$ cat config.mk
export PLATFORM = sky130hd
export DESIGN_NAME = ebipt_timer
export DESIGN_NICKNAME = d
export VERILOG_FILES = /design/src/common/ebipt_pkg.sv /design/src/design/ebipt_timer.sv
export SDC_FILE = /design/constraint.sdc
export NUM_CORES = 1
export LEC_CHECK = 0
export BUFFER_PORTS_ARGS = -buffer_cell sky130_fd_sc_hd__buf_4
export CORE_MARGIN = 8
export CORE_UTILIZATION = 50
export DETAILED_ROUTE_END_ITERATION = 10
export PLACE_DENSITY = 0.78
export SETUP_SLACK_MARGIN = 0.4
export SLEW_MARGIN = 15
export SYNTH_ARGS = -nofsm -noshare
export SYNTH_HDL_FRONTEND = slang
export SYNTH_SLANG_ARGS = --single-unit
$ cat constraint.sdc
create_clock -name clk -period 2.13 [get_ports clk]
set_input_delay 0 -clock clk [delete_from_list [all_inputs] [get_ports clk]]
set_output_delay 0 -clock clk [all_outputs]
set_load 0.01 [all_outputs]
$ cat src/common/ebipt_pkg.sv
// Purpose: Shared constants and types for the 8-bit interval/PWM timer.
// Assumes: One system clock; the count clock arrives as a one-cycle tick.
// Notes: Mode codes follow the two-bit mode field of the timer mode register.
package ebipt_pkg;
   localparam logic [15:0] PORT1_DIR_ADDR = 16'hff21;
   localparam logic [7:0] PORT1_DIR_RESET = 8'hff;
   localparam int PIN_FIVE = 5;
   localparam int PIN_SIX = 6;
   localparam logic [1:0] MODE_INTERVAL = 2'h0;
   localparam logic [1:0] MODE_PWM = 2'h2;
   localparam logic [1:0] DUTY_SETTLE_TICKS = 2'h3;
   localparam logic [7:0] COUNT_RESET = 8'h00;
   localparam logic [7:0] DUTY_RESET = 8'h00;

   // Timer mode register fields as seen by the timer.
   typedef struct packed {
      logic runBit;
      logic [1:0] mode;
      logic outLevelBit;
      logic outEnableBit;
   } ebipt_ctrl_t;

   typedef enum logic {CMP_PERIOD, CMP_DUTY} ebipt_cmp_sel_t;
endpackage

$ cat src/design/ebipt_timer.sv
// Purpose: 8-bit up-counter giving an interval timer with square wave, or a PWM output.
// Assumes: countTick is a one-cycle pulse per count clock; all inputs synchronous to clk.
// Notes: Output pin level and direction are registered one cycle after the internal state.
//
// Summary of operation
// Interval mode, counter equal to period compare raises match interrupt, clears counter.
// Interval mode ignores the duty compare register completely.
// Output enable bit set in interval mode gives a 50% square wave.
// Interval period match inverts output, clears counter, pulses match interrupt.
// Counting starts within one count clock after the run bit is set.
// Interval mode stop forces interrupt and output inactive; inactive levels are kept.
// Software must not rewrite the period compare while PWM runs.
// Duty compare writes while running take effect after three count clocks.
// PWM period match clears counter, raises interrupt, output active, compares duty next.
// PWM duty match drives output inactive, compares period next, no clear, no interrupt.
// PWM cycle is N+1 count clocks, active width M+1 count clocks.
// Software must rewrite the duty compare on every PWM restart.
// Software keeps 00H <= duty < period <= FFH.
// PWM start masks the first count clock; output inactive until first period match.
// PWM stop forces match interrupt and output inactive.
// Software clears pin five and six direction bits and latches for timer output; the bench clears only the pin five direction bit (writes DFH).
// Direction bit 0 means output buffer on, 1 input; reset sets all to FFH.
// Clearing run stops and clears counter; setting run starts counting.
// Output level bit gives the default (inactive) output level.
// Mode field selects interval or PWM; prohibited codes are undefined.
// Match interrupt is one count clock wide, only on qualifying matches.
`timescale 1ns/1ps
module ebipt_timer #(
   parameter int WIDTH = 8
) (
   // Clock and reset.
   input wire logic clk,
   input wire logic rst,
   // Count clock and control.
   input wire logic countTick,
   input wire ebipt_pkg::ebipt_ctrl_t ctrl,
   input wire logic [WIDTH-1:0] periodCompare,
   input wire logic [WIDTH-1:0] dutyCompare,
   input wire logic dutyWrite,
   // Port direction register write.
   input wire logic portWrite,
   input wire logic [15:0] portAddr,
   input wire logic [7:0] portWrData,
   // Outputs.
   output logic matchIrq,
   output logic timerOutPinA,
   output logic timerOutPinAOe,
   output logic [7:0] port1Direction,
   output logic [WIDTH-1:0] countValue
);
   logic [WIDTH-1:0] count_reg;
   logic [WIDTH-1:0] dutyActive_reg;
   logic [WIDTH-1:0] dutyPending_reg;
   logic pendingValid_reg;
   logic [1:0] pendingAge_reg;
   logic runPrev_reg;
   logic startMask_reg;
   logic active_reg;
   logic irq_reg;
   ebipt_pkg::ebipt_cmp_sel_t cmpSel_reg;
   logic isPwm;
   logic stepTick;
   logic periodHit;
   logic dutyHit;
   logic pwmStart;
   localparam logic [WIDTH-1:0] DUTY_RESET_W = WIDTH'(ebipt_pkg::DUTY_RESET);

   // mode selects PWM.
   assign isPwm = (ctrl.mode == ebipt_pkg::MODE_PWM);
   assign pwmStart = ctrl.runBit && !runPrev_reg && isPwm;
   // start tick masked.
   assign stepTick = ctrl.runBit && countTick && !startMask_reg && !pwmStart;
   // duty compared only in PWM mode.
   assign periodHit = stepTick && (count_reg == periodCompare) && !(isPwm && cmpSel_reg == ebipt_pkg::CMP_DUTY);
   // cycle and width.
   assign dutyHit = stepTick && isPwm && cmpSel_reg == ebipt_pkg::CMP_DUTY && (count_reg == dutyActive_reg);

   // Start detection and first-tick masking.
   always_ff @(posedge clk or posedge rst) begin
      if (rst) begin
         runPrev_reg <= 1'b0;
         startMask_reg <= 1'b0;
      end else begin
         runPrev_reg <= ctrl.runBit;
         // mask first count clock.
         if (pwmStart && !countTick) begin
            startMask_reg <= 1'b1;
         end else if (!ctrl.runBit || countTick) begin
            startMask_reg <= 1'b0;
         end
      end
   end

   // Counter and compare selection.
   always_ff @(posedge clk or posedge rst) begin
      if (rst) begin
         count_reg <= ebipt_pkg::COUNT_RESET;
         cmpSel_reg <= ebipt_pkg::CMP_PERIOD;
      end else if (!ctrl.runBit) begin
         // stop clears counter.
         count_reg <= ebipt_pkg::COUNT_RESET;
         cmpSel_reg <= ebipt_pkg::CMP_PERIOD;
      end else if (periodHit) begin
         // clear on period match.
         count_reg <= ebipt_pkg::COUNT_RESET;
         // switch to duty.
         cmpSel_reg <= isPwm ? ebipt_pkg::CMP_DUTY : ebipt_pkg::CMP_PERIOD;
      end else if (stepTick) begin
         // count each tick.
         count_reg <= count_reg + 1'b1;
         // back to period.
         if (dutyHit) begin
            cmpSel_reg <= ebipt_pkg::CMP_PERIOD;
         end
      end
   end

   // Duty buffer with three-tick settling.
   always_ff @(posedge clk or posedge rst) begin
      if (rst) begin
         dutyActive_reg <= DUTY_RESET_W;
         dutyPending_reg <= DUTY_RESET_W;
         pendingValid_reg <= 1'b0;
         pendingAge_reg <= 2'h0;
      end else if (dutyWrite) begin
         dutyPending_reg <= dutyCompare;
         pendingValid_reg <= ctrl.runBit;
         pendingAge_reg <= 2'h0;
         if (!ctrl.runBit) begin
            dutyActive_reg <= dutyCompare;
         end
      end else begin
         if (countTick && pendingAge_reg != ebipt_pkg::DUTY_SETTLE_TICKS) begin
            pendingAge_reg <= pendingAge_reg + 2'h1;
         end
         // transfer on old-duty match after settling.
         if (dutyHit && pendingValid_reg && pendingAge_reg == ebipt_pkg::DUTY_SETTLE_TICKS) begin
            dutyActive_reg <= dutyPending_reg;
            pendingValid_reg <= 1'b0;
         end
      end
   end

   // Output activity and match interrupt.
   always_ff @(posedge clk or posedge rst) begin
      if (rst) begin
         active_reg <= 1'b0;
         irq_reg <= 1'b0;
      end else if (!ctrl.runBit) begin
         // R15: stop forces inactive.
         active_reg <= 1'b0;
         irq_reg <= 1'b0;
      end else begin
         // one count clock wide.
         if (countTick) begin
            irq_reg <= periodHit;
         end
         if (periodHit) begin
            // R9: invert or go active.
            active_reg <= isPwm ? 1'b1 : !active_reg;
         end else if (dutyHit) begin
            active_reg <= 1'b0;
         end
      end
   end

   // Port direction register.
   always_ff @(posedge clk or posedge rst) begin
      if (rst) begin
         // reset to FFH.
         port1Direction <= ebipt_pkg::PORT1_DIR_RESET;
      end else if (portWrite && portAddr == ebipt_pkg::PORT1_DIR_ADDR) begin
         port1Direction <= portWrData;
      end
   end

   // Registered pin drive.
   always_ff @(posedge clk or posedge rst) begin
      if (rst) begin
         timerOutPinA <= 1'b0;
         timerOutPinAOe <= 1'b0;
         matchIrq <= 1'b0;
         countValue <= ebipt_pkg::COUNT_RESET;
      end else begin
         // R19: level bit gives inactive polarity.
         timerOutPinA <= ctrl.outLevelBit ^ (ctrl.outEnableBit & active_reg);
         // zero direction bit turns buffer on.
         timerOutPinAOe <= !port1Direction[ebipt_pkg::PIN_FIVE];
         matchIrq <= irq_reg;
         countValue <= count_reg;
      end
   end
endmodule

==> metrics.md <==
| Metric | Value |
|---|---|
| Port bufs | 68 |
| Worst-path clk slew | 0.10 ns |
| Violated checks | hold timing |
| RR Startpoint | count_reg[7] |
| Sink Count | 51 |
| Row count | 24 |
| Endpoint class of the critical path | flop |
| Filler cells | 261 |
| Synth Instances | 167 |
| Average cell area after synthesis | 13.21 µm² |
| Clk Latency, worst-skew pair | 0.30 ns |
| Avg Vias per Cell | 5.033 |
| Worst R2R End | dutyActive_reg[0] |
| First drt pass iteration count | 4 |
| Layout cell share with drive strength beyond 1 | 51.08% |
| Routed WL per cell | 16.41 µm |
| Pre-CTS setup slack | 0.2443 ns |
| #FFs+latches synth | 51 |
| Largest stage delay on the critical path | 0.45 ns |
| # diodes | 0 |
| First-pass GRT wire length | 8.431 mm |
| Synth top cells by count | 43 x dfrtp_1, 23 x mux2_2, 19 x xor2_1 |
| Largest area contributor in the netlist | dfrtp_1 |
| Clk_skew | 0.01416 ns |
| Hold path depth | 3 |
| Clock Path Buffers | 2 |
| Reg2reg path depth | 6 |
| Hold Vio Cnt, Final | 1 |
| Die Ht | 82.42 µm |
| Post-synthesis async set-or-reset flop share | 100.0% |
| Syn nets | 219 |
| Synth warnings | 0 |
| Post-synth EDFFs | 0 |
| Die W | 82.42 µm |
| Ports | 69 |
| Grt total ovfl | 0 |
| Fin crit period | 1.886 ns |
| HPWL Detailed | 3.659 mm |
| Starting Density | 51.37% |
| Total Power | 2.061 mW |
| CTS tree | done |
| RSZ-0062 raised after global routing | true |
| VDD IR-drop max | 615.6 µV |
| Pins over their slew limit | 0 |
| Max Clock Freq | 0.5302 GHz |
| HP Start | ctrl[4] |
| Max H-tree Level | 2 |
| Sequential fraction of the synthesis area | 58.31% |
| Largest cells by area after synthesis | dfrtp_1 49%, mux2_2 12%, dfstp_2 9.5% |
| Last weighted congestion value of the routability-driven placer | 0.7906 |
| Post-synth top area share | 48.78% |
| Number of global-route vias before repair | 1739 |
| R2R Setup Slk | 0.24 ns |
| Slew headroom | 62.91% |
| Netlist cell types | 34 |
| Crit share post-route | 88.54% |
| DRC | 0 |
| Post-Syn Area | 2206 µm² |
| DRT iter0 DRCs | 70 |
| Multi-input gate area | 943.4 µm² |
| CP max stage cell | dfrtp_2 |
| Clock buffer count from CTS | 5 |
| Initial antenna violation count | 0 |
| Pwr/cell area | 622.9 nW/µm² |
| # setup viols final | 0 |
| Leak | 1.602 nW |
| Arrival time at the worst endpoint | 2.07 ns |
| Synth Flop Type | dfrtp_1 |
| Post-Route Setup TNS | 0 ns |
| Largest net degree at the start of global routing | 27 |
| Final setup margin | 0.2440 ns |
| Worst path required time | 2.31 ns |
| WHS | -0.006913 ns |
| Area growth from synthesis to layout | 49.97% |
| Nets | 329 |
| Critical path startpoint category | flop |
| Hold Crit Class | input port to flop |
| Max-cap violations | 0 |
| Most common cell in the synthesized netlist | dfrtp_1 |
| Crit-path cells | xor2_1, nor4_2, nand4_2, o2bb2ai_4, buf_12, mux2_4 |
| Status | finished with violations |
| Number of buffer and inverter stages on the critical path | 1 |
| Post-detailed-routing wire length | 5.414 mm |
| Worst Hold Path EP | irq_reg |
| Type of the worst setup path | flop to flop |
| Die area | 6793 µm² |
| Detailed-route via count | 1661 |
| Root Buffer | clkbuf_8 |
| Max FO, Critical Path | 8 |
| Delay-heaviest family, CP | simple AND/OR/NAND/NOR gates |
| Worst slew pin tran | 0.5555 ns |
| Storage element area | 1294 µm² |
| Core area | 4294 µm² |
| Gr usage total | 16.16% |
| Detail Route Antenna Nets | 0 |
[cells in the final DEF (no fill, tap or decap), types with 2 or more instances in the layout]
| cell type | count |
|---|---|
| dlygate4sd3_1 | 22 |
| ha_1 | 2 |
| nor4_1 | 2 |
| nand4_1 | 5 |
| nand2_1 | 4 |
| dfrtp_2 | 6 |
| and3_1 | 2 |
| nand2b_1 | 3 |
| inv_2 | 2 |
| buf_12 | 2 |
| mux2_2 | 16 |
| nand3b_1 | 3 |
| dfrtp_1 | 37 |
| inv_1 | 2 |
| xnor2_1 | 6 |
| xor2_1 | 18 |
| a21oi_1 | 2 |
| buf_4 | 82 |
| clkbuf_8 | 5 |
| nand4b_1 | 2 |
| nand3_1 | 4 |
| o21ai_0 | 4 |
| dfstp_2 | 8 |
| and4_1 | 2 |
| mux2_4 | 8 |
| nor3_1 | 2 |
| nor2_1 | 12 |
[worst max path at each step]
stage,from,end,cells after the start
after floorplan,count_reg[7],dutyActive_reg[0],5
after global placement,count_reg[6],dutyActive_reg[2],5
after detailed placement,count_reg[7],dutyActive_reg[5],5
after CTS,dutyActive_reg[3],dutyActive_reg[5],6
after global routing,count_reg[7],dutyActive_reg[1],6
final,count_reg[7],dutyActive_reg[0],6
[kinds of logic (layout without fill, tap and decap cells)]
| kind of cell | count (synthesis) | after routing | synth area share, % |
|---|---|---|---|
| DFF | 51 | 51 | 58.31 |
| and+or+nand+nor | 48 | 48 | 12.99 |
| xor gates and xnor gates | 25 | 25 | 9.926 |
| muxes | 25 | 25 | 12.71 |
| AOI/OAI and AO/OA | 9 | 9 | 3.404 |
| buffers and inverters | 7 | 118 | 1.531 |
| adders and majority gates | 2 | 2 | 1.134 |
[power breakdown]
| part | switching, mW | leakage [nW] | internal, mW | total [mW] |
|---|---|---|---|---|
| logic | 0.125 | 0.924 | 0.203 | 0.328 |
| registers | 0.0395 | 0.623 | 1.03 | 1.07 |
| clock network | 0.313 | 0.0548 | 0.354 | 0.667 |
[metrics by stage]
stage	instance area, µm²	util [%]	std cells	hold slack [ns]
after detailed placement	2795	65.09	286	0.09067
after global placement	2795	65.09	286	0.09191
after floorplan	2211	-	167	0.03143
final	3308	77.04	330	-0.006913
after CTS	3208	74.71	319	0.01603
after global routing	3308	77.04	330	-0.005491
[worst register-to-register path: stages, from the launching register on]
cell and delay [ns]:
dfrtp_2 0.45, xor2_1 0.15, nor4_2 0.36, nand4_2 0.18
o2bb2ai_4 0.17, buf_12 0.15, mux2_4 0.30
[metal layers]
metal | GRT usage [%] | vias up | part of all wire (%)
met4 | 3.158 | 0 | 0.83
met1 | 19.93 | 813 | 41
li1 | - | 798 | -
met3 | 4.545 | 7 | 6.6
met2 | 27.64 | 43 | 52
met5 | 0 | - | 0
[layout make-up]
class,count,area share [%]
Timing Repair Buffer,106,26.48
Tap cell,52,1.967
Inverter,4,0.4539
Clock inverter,3,1.399
Clock buffer,5,2.080
Multi-Input combinational cell,109,28.52
Sequential cell,51,39.11
[timing repair]
action                     4_1_cts  5_1_grt
resized for setup               12        6
pin swaps                        4        7
hold endpoints to repair        46        0
setup endpoints to repair        9       19
setup buffers                    3       11
gates cloned                     0        0
hold buffers                    22        0
No activity file was read; power rests on OpenSTA's default activity.
